[src/output_mux_pkg.sv]
/*
 * Package of the drive output terminal function mux: register map, field
 * widths, reset values, function codes and timing counts.
 * Assumes a 25 MHz system clock shared with the drive controller.
 */
package output_mux_pkg;

    localparam int CLK_HZ = 25_000_000;

    // register word addresses
    localparam logic [7:0] ADDR_MODE = 8'h00;
    localparam logic [7:0] ADDR_FUNC_BASE = 8'h01;
    localparam logic [7:0] ADDR_MAX_FREQ = 8'h06;
    localparam logic [7:0] ADDR_COMM_LEVEL = 8'h07;
    localparam logic [7:0] ADDR_SET_COUNT = 8'h08;
    localparam logic [7:0] ADDR_DESIG_COUNT = 8'h09;
    localparam logic [7:0] ADDR_LENGTH_SP = 8'h0A;
    localparam logic [7:0] ADDR_RUNTIME_SP = 8'h0B;
    localparam logic [7:0] ADDR_STATUS = 8'h0C;

    localparam int NUM_OUTPUTS = 5;
    localparam int FUNC_W = 5;
    localparam int DATA_W = 16;
    localparam int FREQ_W = 14;

    // output indices
    localparam int OUT_SWITCH = 0;
    localparam int OUT_MAIN_RELAY = 1;
    localparam int OUT_EXT_RELAY = 2;
    localparam int OUT_SECOND_OC = 3;
    localparam int OUT_EXT_DO = 4;

    localparam logic MODE_PULSE = 1'b0;
    localparam logic MODE_RESET = MODE_PULSE;

    // function code reset values, output 0 first
    localparam logic [FUNC_W-1:0] FUNC_RESET [NUM_OUTPUTS] =
        '{5'h00, 5'h02, 5'h00, 5'h01, 5'h04};

    typedef enum logic [FUNC_W-1:0] {
        FN_NONE, FN_RUNNING, FN_FAULT_STOP, FN_FREQUENCY_LEVEL_FLAG_ONE, FN_FREQ_REACHED,
        FN_ZERO_SPEED, FN_MOTOR_OL_WARN, FN_DRIVE_OL_WARN, FN_SET_COUNT,
        FN_DESIG_COUNT, FN_LENGTH, FN_SEQ_DONE, FN_RUN_TIME,
        FN_FREQ_LIMITED, FN_TORQUE_LIMITED, FN_READY, FN_AI1_GT_AI2,
        FN_UPPER_LIMIT, FN_LOWER_LIMIT, FN_UNDERVOLTAGE, FN_COMM
    } func_code_t;

    // pulse frequency in units of 0.01 kHz (10 Hz)
    localparam int FREQ_UNIT_HZ = 10;
    localparam logic [FREQ_W-1:0] MAX_FREQ_MIN = 14'h0001;
    localparam logic [FREQ_W-1:0] MAX_FREQ_MAX = 14'h2710;
    localparam logic [FREQ_W-1:0] MAX_FREQ_RESET = MAX_FREQ_MAX;
    localparam int PULSE_ACC_W = 21;
    localparam logic [PULSE_ACC_W-1:0] HALF_PERIOD_ACC =
        PULSE_ACC_W'(CLK_HZ / (2 * FREQ_UNIT_HZ));
    // shortest half period at the frequency ceiling, in cycles
    localparam int MIN_HALF_CYCLES =
        CLK_HZ / (2 * FREQ_UNIT_HZ * 10000);

    localparam int SEQ_PULSE_MS = 250;
    localparam int SEQ_PULSE_CYCLES = CLK_HZ / 1000 * SEQ_PULSE_MS;
    localparam int SEQ_CNT_W = 23;

    typedef struct packed {
        logic running;
        logic fault_stop;
        logic frequency_level_flag_one;
        logic freq_reached;
        logic motor_ol_warn;
        logic drive_ol_warn;
        logic seq_cycle_done;
        logic freq_limited;
        logic torque_limited;
        logic ready;
        logic upper_limit_reached;
        logic lower_limit_reached;
        logic undervoltage;
    } drive_flags_t;

    typedef struct packed {
        logic [DATA_W-1:0] out_freq;
        logic [DATA_W-1:0] count_value;
        logic [DATA_W-1:0] length_value;
        logic [DATA_W-1:0] run_time;
        logic [DATA_W-1:0] analog_input_one;
        logic [DATA_W-1:0] analog_input_two;
    } drive_values_t;

    typedef struct packed {
        logic [7:0] addr;
        logic [DATA_W-1:0] wdata;
        logic wr;
        logic rd;
    } reg_req_t;

endpackage

[src/output_terminal_mux.sv]
/*
 * Drive output terminal function mux: five digital outputs each pick one
 * drive condition by a function code; the multiplexed terminal is either a
 * clamped pulse generator or the first switch output.
 * Assumes status inputs come from logic on the same clock, and a register
 * master that reads data one cycle after the read strobe.
 */
// Function
// - mode setting: 0 pulse, else switch; reset pulse
// - pulse frequency never above 100 kHz
// - five function codes with fixed reset defaults
// - code 0 keeps output inactive
// - code 1 asserts while running, zero included
// - code 2 asserts on fault stop
// - codes 3, 4 follow level and reached flags
// - code 5 running at zero, off when stopped
// - code 6 follows motor overload pre-warning
// - code 7 asserts ahead of drive overload trip
// - codes 8, 9 on count values reached
// - code 10 when length exceeds setpoint
// - code 11 gives 250 ms pulse per cycle
// - code 12 when running time exceeds setpoint
// - code 13 asserts when frequency limited
// - code 14 asserts on torque limit stall
// - code 15 asserts when ready to run
// - code 16 asserts while input one exceeds two
// - code 17 on upper frequency limit reached
// - code 18 on lower limit, off when stopped
// - code 19 asserts during undervoltage
// - code 20 follows communication written level
// - max pulse setting clamped, pulse within it
`timescale 1ns/100ps
module output_terminal_mux
    import output_mux_pkg::*;
#(
    parameter int SEQ_PULSE_LEN = SEQ_PULSE_CYCLES
)(
    input wire logic clk_i,
    input wire logic rst_i,
    input wire reg_req_t req_i,
    output logic [DATA_W-1:0] rdata_o,
    input wire drive_flags_t flags_i,
    input wire drive_values_t values_i,
    input wire logic [FREQ_W-1:0] pulse_freq_req_i,
    output logic multiplexed_output_o,
    output logic main_relay_o,
    output logic extension_relay_o,
    output logic second_open_collector_output_o,
    output logic extension_output_o
);

    typedef struct packed {
        logic multiplexed_output_mode_param;
        logic [NUM_OUTPUTS-1:0][FUNC_W-1:0] func;
        logic [FREQ_W-1:0] max_pulse_frequency_param;
        logic [NUM_OUTPUTS-1:0] comm_level;
        logic [DATA_W-1:0] set_count_value;
        logic [DATA_W-1:0] designated_count_value;
        logic [DATA_W-1:0] length_setpoint;
        logic [DATA_W-1:0] running_time_setpoint;
        logic [NUM_OUTPUTS-1:0] outs;
        logic [SEQ_CNT_W-1:0] seq_cnt;
        logic [PULSE_ACC_W-1:0] acc;
        logic pulse_level;
        logic mux_out;
        logic [DATA_W-1:0] rdata;
    } state_t;

    state_t s;
    state_t next_s;

    function automatic logic pick(input logic [FUNC_W-1:0] code,
                                  input logic comm, input logic seq_on);
        logic stopped;
        logic zero_freq;
        stopped = !flags_i.running;
        zero_freq = values_i.out_freq == '0;
        pick = 1'b0;
        case (code)
            FN_NONE: pick = 1'b0;
            FN_RUNNING: pick = flags_i.running;
            FN_FAULT_STOP: pick = flags_i.fault_stop;
            FN_FREQUENCY_LEVEL_FLAG_ONE: pick = flags_i.frequency_level_flag_one;
            FN_FREQ_REACHED: pick = flags_i.freq_reached;
            FN_ZERO_SPEED: pick = !stopped && zero_freq;
            FN_MOTOR_OL_WARN: pick = flags_i.motor_ol_warn;
            // controller raises this 10 s before its own trip
            FN_DRIVE_OL_WARN: pick = flags_i.drive_ol_warn;
            FN_SET_COUNT:
                pick = values_i.count_value >= s.set_count_value;
            FN_DESIG_COUNT:
                pick = values_i.count_value >=
                    s.designated_count_value;
            FN_LENGTH:
                pick = values_i.length_value > s.length_setpoint;
            FN_SEQ_DONE: pick = seq_on;
            FN_RUN_TIME:
                pick = values_i.run_time > s.running_time_setpoint;
            FN_FREQ_LIMITED: pick = flags_i.freq_limited;
            FN_TORQUE_LIMITED: pick = flags_i.torque_limited;
            FN_READY: pick = flags_i.ready;
            FN_AI1_GT_AI2:
                pick = values_i.analog_input_one >
                    values_i.analog_input_two;
            FN_UPPER_LIMIT: pick = flags_i.upper_limit_reached;
            FN_LOWER_LIMIT:
                pick = flags_i.lower_limit_reached && !stopped;
            FN_UNDERVOLTAGE: pick = flags_i.undervoltage;
            FN_COMM: pick = comm;
            default: pick = 1'b0;
        endcase
    endfunction

    always_comb
    begin
        logic [FREQ_W-1:0] freq;
        logic [FREQ_W-1:0] wfreq;
        logic [PULSE_ACC_W-1:0] sum;
        logic seq_on;
        next_s = s;
        next_s.rdata = '0;
        freq = '0;
        wfreq = '0;
        sum = '0;
        seq_on = s.seq_cnt != '0;

        if (req_i.wr)
        begin
            wfreq = req_i.wdata[FREQ_W-1:0];
            case (req_i.addr)
                ADDR_MODE: next_s.multiplexed_output_mode_param =
                    req_i.wdata != '0;
                ADDR_MAX_FREQ:
                begin
                    // out-of-range writes saturate, never wrap
                    if (req_i.wdata < DATA_W'(MAX_FREQ_MIN))
                        next_s.max_pulse_frequency_param =
                            MAX_FREQ_MIN;
                    else if (req_i.wdata > DATA_W'(MAX_FREQ_MAX))
                        next_s.max_pulse_frequency_param =
                            MAX_FREQ_MAX;
                    else
                        next_s.max_pulse_frequency_param = wfreq;
                end
                ADDR_COMM_LEVEL: next_s.comm_level =
                    req_i.wdata[NUM_OUTPUTS-1:0];
                ADDR_SET_COUNT: next_s.set_count_value = req_i.wdata;
                ADDR_DESIG_COUNT:
                    next_s.designated_count_value = req_i.wdata;
                ADDR_LENGTH_SP: next_s.length_setpoint = req_i.wdata;
                ADDR_RUNTIME_SP: next_s.running_time_setpoint = req_i.wdata;
                default:
                begin
                    for (int i = 0; i < NUM_OUTPUTS; i++)
                        if (req_i.addr == ADDR_FUNC_BASE + 8'(i))
                            next_s.func[i] = req_i.wdata[FUNC_W-1:0];
                end
            endcase
        end

        if (req_i.rd)
        begin
            case (req_i.addr)
                ADDR_MODE: next_s.rdata =
                    DATA_W'(s.multiplexed_output_mode_param);
                ADDR_MAX_FREQ: next_s.rdata =
                    DATA_W'(s.max_pulse_frequency_param);
                ADDR_COMM_LEVEL: next_s.rdata = DATA_W'(s.comm_level);
                ADDR_SET_COUNT: next_s.rdata = s.set_count_value;
                ADDR_DESIG_COUNT: next_s.rdata = s.designated_count_value;
                ADDR_LENGTH_SP: next_s.rdata = s.length_setpoint;
                ADDR_RUNTIME_SP: next_s.rdata = s.running_time_setpoint;
                ADDR_STATUS: next_s.rdata =
                    DATA_W'({s.mux_out, s.pulse_level, s.outs});
                default:
                begin
                    for (int i = 0; i < NUM_OUTPUTS; i++)
                        if (req_i.addr == ADDR_FUNC_BASE + 8'(i))
                            next_s.rdata = DATA_W'(s.func[i]);
                end
            endcase
        end

        // a new cycle end restarts the pulse rather than extending it
        if (flags_i.seq_cycle_done)
            next_s.seq_cnt = SEQ_CNT_W'(SEQ_PULSE_LEN);
        else if (seq_on)
            next_s.seq_cnt = s.seq_cnt - 1'b1;

        // clamp the request to the setting, the setting to 100 kHz
        freq = pulse_freq_req_i > s.max_pulse_frequency_param ?
            s.max_pulse_frequency_param : pulse_freq_req_i;
        if (s.multiplexed_output_mode_param != MODE_PULSE)
        begin
            next_s.acc = '0;
            next_s.pulse_level = 1'b0;
        end
        else
        begin
            sum = s.acc + PULSE_ACC_W'(freq);
            if (sum >= HALF_PERIOD_ACC)
            begin
                next_s.acc = sum - HALF_PERIOD_ACC;
                next_s.pulse_level = !s.pulse_level;
            end
            else
                next_s.acc = sum;
        end

        for (int i = 0; i < NUM_OUTPUTS; i++)
            next_s.outs[i] = pick(s.func[i], s.comm_level[i], seq_on);
        next_s.mux_out = s.multiplexed_output_mode_param == MODE_PULSE ?
            s.pulse_level : s.outs[OUT_SWITCH];
    end

    always_ff @(posedge clk_i or posedge rst_i)
    begin
        if (rst_i)
        begin
            s <= '0;
            s.multiplexed_output_mode_param <= MODE_RESET;
            for (int i = 0; i < NUM_OUTPUTS; i++)
                s.func[i] <= FUNC_RESET[i];
            s.max_pulse_frequency_param <= MAX_FREQ_RESET;
        end
        else
            s <= next_s;
    end

    assign rdata_o = s.rdata;
    assign multiplexed_output_o = s.mux_out;
    assign main_relay_o = s.outs[OUT_MAIN_RELAY];
    assign extension_relay_o = s.outs[OUT_EXT_RELAY];
    assign second_open_collector_output_o = s.outs[OUT_SECOND_OC];
    assign extension_output_o = s.outs[OUT_EXT_DO];

    // helper: cycles since the last pulse edge, saturating
    logic [7:0] half_cnt;
    always_ff @(posedge clk_i or posedge rst_i)
    begin
        if (rst_i)
            half_cnt <= '0;
        else if (s.pulse_level != next_s.pulse_level)
            half_cnt <= '0;
        else if (half_cnt != 8'hFF)
            half_cnt <= half_cnt + 1'b1;
    end

    logic [FUNC_W-1:0] main_fn;
    assign main_fn = s.func[OUT_MAIN_RELAY];
endmodule
[config.mk]
export PLATFORM = sky130hd
export DESIGN_NAME = output_terminal_mux
export DESIGN_NICKNAME = d
export VERILOG_FILES = /design/src/output_mux_pkg.sv /design/src/output_terminal_mux.sv
export SDC_FILE = /design/constraint.sdc
export NUM_CORES = 1
export LEC_CHECK = 0
export ABC_AREA = 1
export ABC_CLOCK_PERIOD_IN_PS = 13000
export BUFFER_PORTS_ARGS = -buffer_cell sky130_fd_sc_hd__clkbuf_2
export CAP_MARGIN = 15
export CORE_MARGIN = 5
export CORE_UTILIZATION = 29
export DETAILED_ROUTE_END_ITERATION = 10
export SKIP_CTS_REPAIR_TIMING = 1
export SKIP_LAST_GASP = 1
export SLEW_MARGIN = 20
export SYNTH_ARGS = -nofsm -noshare
export SYNTH_HDL_FRONTEND = slang
export SYNTH_SLANG_ARGS = --single-unit
[constraint.sdc]
create_clock -name clk_i -period 13 [get_ports clk_i]
set_input_delay 1.3 -clock clk_i [delete_from_list [all_inputs] [get_ports clk_i]]
set_output_delay 1.3 -clock clk_i [all_outputs]
set_load 0.005 [all_outputs]
======== Word-level counts from Yosys, hierarchy flattened ========
Cells that the tools add are included.
operators by class
  $add $sub $neg .......................... 3
  $lt $le $gt $ge ......................... 9
  equality and inequality tests ........... 112
  muxes and demuxes ....................... 21
  bitwise operators ....................... 1
  reductions and logical operators ........ 22
operators with widths
  kind                    count
  $eq 5x4->1 const B      40
  $pmux 16 s8             1
  $eq 5x5->1 const B      25
  $eq 5x3->1 const B      20
  $pmux 1 s20             5
  $mux 16                 5
  $eq 5x2->1 const B      10
  $gt 16x16->1            3
  $mux 23                 2
  $mux 14                 3
  $eq 8x4->1 const B      5
  $eq 8x3->1 const B      4
  $ge 16x16->1            2
  $eq 5x1->1 const B      5
  $reduce_bool 23->1      1
  $sub 23x1->23 const B   1
  $mux 22                 1
  $add 21x14->21          1
  $ge 21x21->1 const B    1
  $mux 21                 1
  $sub 21x21->21 const B  1
  $eq 8x2->1 const B      2
  $gt 16x14->1 const B    1
  $logic_not 16->1        1
  other kinds (14)        27
storage, ports and cells
  register bits ........................... 176
  bits of input ports ..................... 151
  output and inout port bits .............. 21
  word-level logic and storage cells ...... 186

======== Logic depth before layout (Yosys ltp) ========
  word-level depth ........................ 8
  gate-level depth with buffers ........... 33
  mapped depth without buffers ............ 32

======== Worst setup path before layout ========
No wires, ideal clock.
  path kind ............................... input to register
  start point ............................. input port pulse_freq_req_i[5]
  end point ............................... register s[26] (netlist bit)
  arrival ................................. 4.602 ns
  required time ........................... 12.881 ns
  setup slack ............................. 8.278 ns
  stages .................................. 28
  path buffers ............................ 2
  cell sequence ........................... ha_1 nand2_1 nor2_1 o21ai_0 o211ai_1 nand3_1 o2111ai_1 nand2_1 clkbuf_1 nand2_1 o21ai_0 ha_1 fa_1 nand3_1 nand3_1 nand2_1 nand2_1 xor2_1 inv_1 nand2_2 nand2_1 nand2_1 nand3_1 nand3_4 buf_6 nand3_1 nand2_1 nor2_1
RTL lines
  element               RTL line                    RTL
  from (decl)           output_terminal_mux.sv:44   input wire logic [FREQ_W-1:0] pulse_freq_req_i,
  to (signal assigned)  output_terminal_mux.sv:227  s <= next_s;
  to (decl)             output_terminal_mux.sv:69   state_t s;

==> results.cfg <==
[finish]
mostFrequentLayoutCell = nand2_1
final_cells = 2629
most-common-layout-cells = 444 x nand2_1, 311 x inv_1, 179 x nor2_1
drive_gt1_share_pct = 11.60
nFillCells = 4800
area_delta_synth_final_pct = 15.65
final_cell_area_sq_um = 15040
nets = 2286

[cts]
cts.sink_count = 176
clk_latency_ps = 440
clockRootBuffer = clkbuf_16
numCtsBuffers = 17
htree_num_levels = 4
path_clk_slew_ps = 70
cts_tree = built
clockBufferDepth = 2

[flow_run]
cap_viol_max_count = 0

[worst_setup_path]
arrival_ps = 5920
slowest_stage = nand2_1
worstReg2RegEnd = s[30]$_DFF_PP0_
crit_path_start_kind = primary input
critPathCaptureType = flip-flop
max_stage_delay_ps = 510
cp.required_ps = 13330
path_class = primary input to flip-flop
crit_top_cell = nand2_1
path_max_fanout = 35
ff2ff_setup_slack_ps = 7730
reg2reg_from = s[140]$_DFFE_PP1P_
worstRegToRegCells = 29

[synthesis]
synth-edff-count = 0
synthTopCellsByArea = dfrtp_1 32%, nand2_1 13%, ha_1 11%, inv_1 9.0%, o21ai_0 6.0%
synth_top_cell_by_area = dfrtp_1
syn-mean-instance-area_sq_um = 6.957
synthArstFlopShare_pct = 100.0
synthFlopType = dfrtp_1
synth_top_cell_area_share_pct = 32.33
syn_inst = 1869
ys_seq_elements = 176
syn_nets = 2133
ys_warn_count = 0
synth-seq-area-share_pct = 33.95
ys_types = 53
netlist_area_sq_um = 13000

[sta]
finalHoldViolCount = 0
fin_setup_tns_ps = 0
slew_headroom_pct = 29.22
finalCriticalPeriod_ps = 5588
slew_violations = 0
max_freq_mhz = 178.9
rsz0062_at_grt = false
finClkSkew_ps = 14.83
finalCritPeriodShare_pct = 42.99
max_slew.worst_pin.slew_ps = 1059
setup_viol = 0
worst_slack_ps = 7412

[drt]
drc = 0
dr.pass1.iters = 5
wire_per_inst_um = 16.85
drt-initial-drc-count = 1032
final_antenna_net_count = 0
via_count = 13357
wirelength_um = 44290
viasPerCell = 5.081

[floorplan]
die_area_sq_um = 49170
initial_utilization_pct = 29.34
dieHeight_um = 221.7
rows = 77
io-pin-count = 172
die-width_um = 221.7
placeableCoreArea_sq_um = 44320

[placement]
placed_area_sq_um = 14400
place_hpwl_um = 35200
placedCellCount = 2595
dp_slack_ps = 6826
portBuffers = 171
gp_congestion = 0.9236

[global_routing]
grt_remaining_overflow = 0
antenna_found_initial = 2
first_global_vias = 12761
grt_max_degree = 66
grt_pass1_wl_um = 69810
globalRouteTotalUtil_pct = 17.60

[pwr]
peakVddDrop_mv = 0.08432
p_leak_nw = 7.414
powerDensity_nw_per_um2 = 98.31

[status]
status = complete, no violations

[worst_hold_path]
hold_end = s[74]$_DFFE_PP0P_
hold_start = s[74]$_DFFE_PP0P_
hp-class = flip-flop to flip-flop
hold_path_depth = 2
-- flip-flops by register name, summed over array words and instances (netlist names) --
register                        count
extension_output_o                  1
extension_relay_o                   1
main_fn                             5
main_relay_o                        1
multiplexed_output_o                1
rdata_o                            16
s                                 150
second_open_collector_output_o      1
-- critical path: cells and delay by family --
family	cells	cell delay, ps
AOI/OAI and AO/OA	4	540
and+or+nand+nor	21	2970
adders and majority gates	3	970
buffers and inverters	1	100
-- synthesized netlist by cell type, types with 4 or more instances --
| cell | count |
|---|---|
| a211oi_1 | 8 |
| o21ai_1 | 5 |
| nand2_2 | 8 |
| a221oi_1 | 18 |
| o22ai_1 | 18 |
| buf_4 | 16 |
| o31ai_1 | 7 |
| dfrtp_1 | 168 |
| o221ai_1 | 10 |
| a31oi_1 | 7 |
| nand3_1 | 131 |
| o21a_1 | 6 |
| nand4_1 | 49 |
| nand2_1 | 446 |
| nor3_1 | 33 |
| inv_1 | 312 |
| nor2_2 | 5 |
| o21ai_0 | 157 |
| nor4_1 | 7 |
| nor2_1 | 179 |
| clkinv_1 | 4 |
| clkbuf_1 | 21 |
| o211ai_1 | 7 |
| a21oi_1 | 89 |
| ha_1 | 112 |
| dfstp_2 | 8 |
-- report_power, final --
group / internal [mW] / leakage [nW] / total (mW) / switching, mW
clock: 0.316 / 0.310 / 0.562 / 0.246
combinational: 0.104 / 4.84 / 0.313 / 0.209
sequential: 0.576 / 2.26 / 0.603 / 0.0278
total: 0.995 / 7.41 / 1.48 / 0.483
-- per-stage QoR --
step                      utilization (%)  power (mW)  hold WS, ps
after global placement              32.48      0.9173        467.3
after CTS                           33.91       1.488        490.4
after global routing                33.92       1.560        511.2
final                               33.93       1.478        486.2
after floorplan                         -      0.8075        453.0
after detailed placement            32.48      0.9239        472.8
-- layout make-up --
class / instances / area (sq um) / area share, %
Timing Repair Buffer: 175 / 885.9 / 5.891
Inverter: 317 / 1195 / 7.946
Clock inverter: 14 / 191.4 / 1.273
Clock buffer: 18 / 439.2 / 2.921
Tap cell: 592 / 740.7 / 4.926
Antenna cell: 2 / 5.005 / 0.03328
Sequential cell: 176 / 4414 / 29.36
Multi-Input combinational cell: 1335 / 7166 / 47.65
-- worst max path at each step --
stage,from,endpoint,slack [ps]
global route,pulse_freq_req_i[5],s[32]$_DFF_PP0_,6740
detailed placement,pulse_freq_req_i[5],s[35]$_DFF_PP0_,6830
floorplan,rst_i,extension_output_o$_DFF_PP0_,6940
CTS,pulse_freq_req_i[5],s[35]$_DFF_PP0_,7300
finish,pulse_freq_req_i[5],s[30]$_DFF_PP0_,7410
global placement,pulse_freq_req_i[5],s[29]$_DFF_PP0_,6910
-- metal layers --
layer  routed length [um]  track usage, %
met1                20200           24.27
met2                20060           28.04
met3                 2877           2.952
met5                    0               0
met4                 1151           6.124
-- cells by family after synthesis --
group                    after synthesis  share of synthesized area (%)
adder cells (fa/ha/maj)              113                          10.93
AND/OR/NAND/NOR                      869                          28.35
AO/OA/AOI/OAI                        350                          15.59
flip-flops                           176                          33.95
XOR/XNOR                               3                         0.2021
buffers and inverters                358                          10.98
Note: power is estimated with default switching activity, not from simulation.
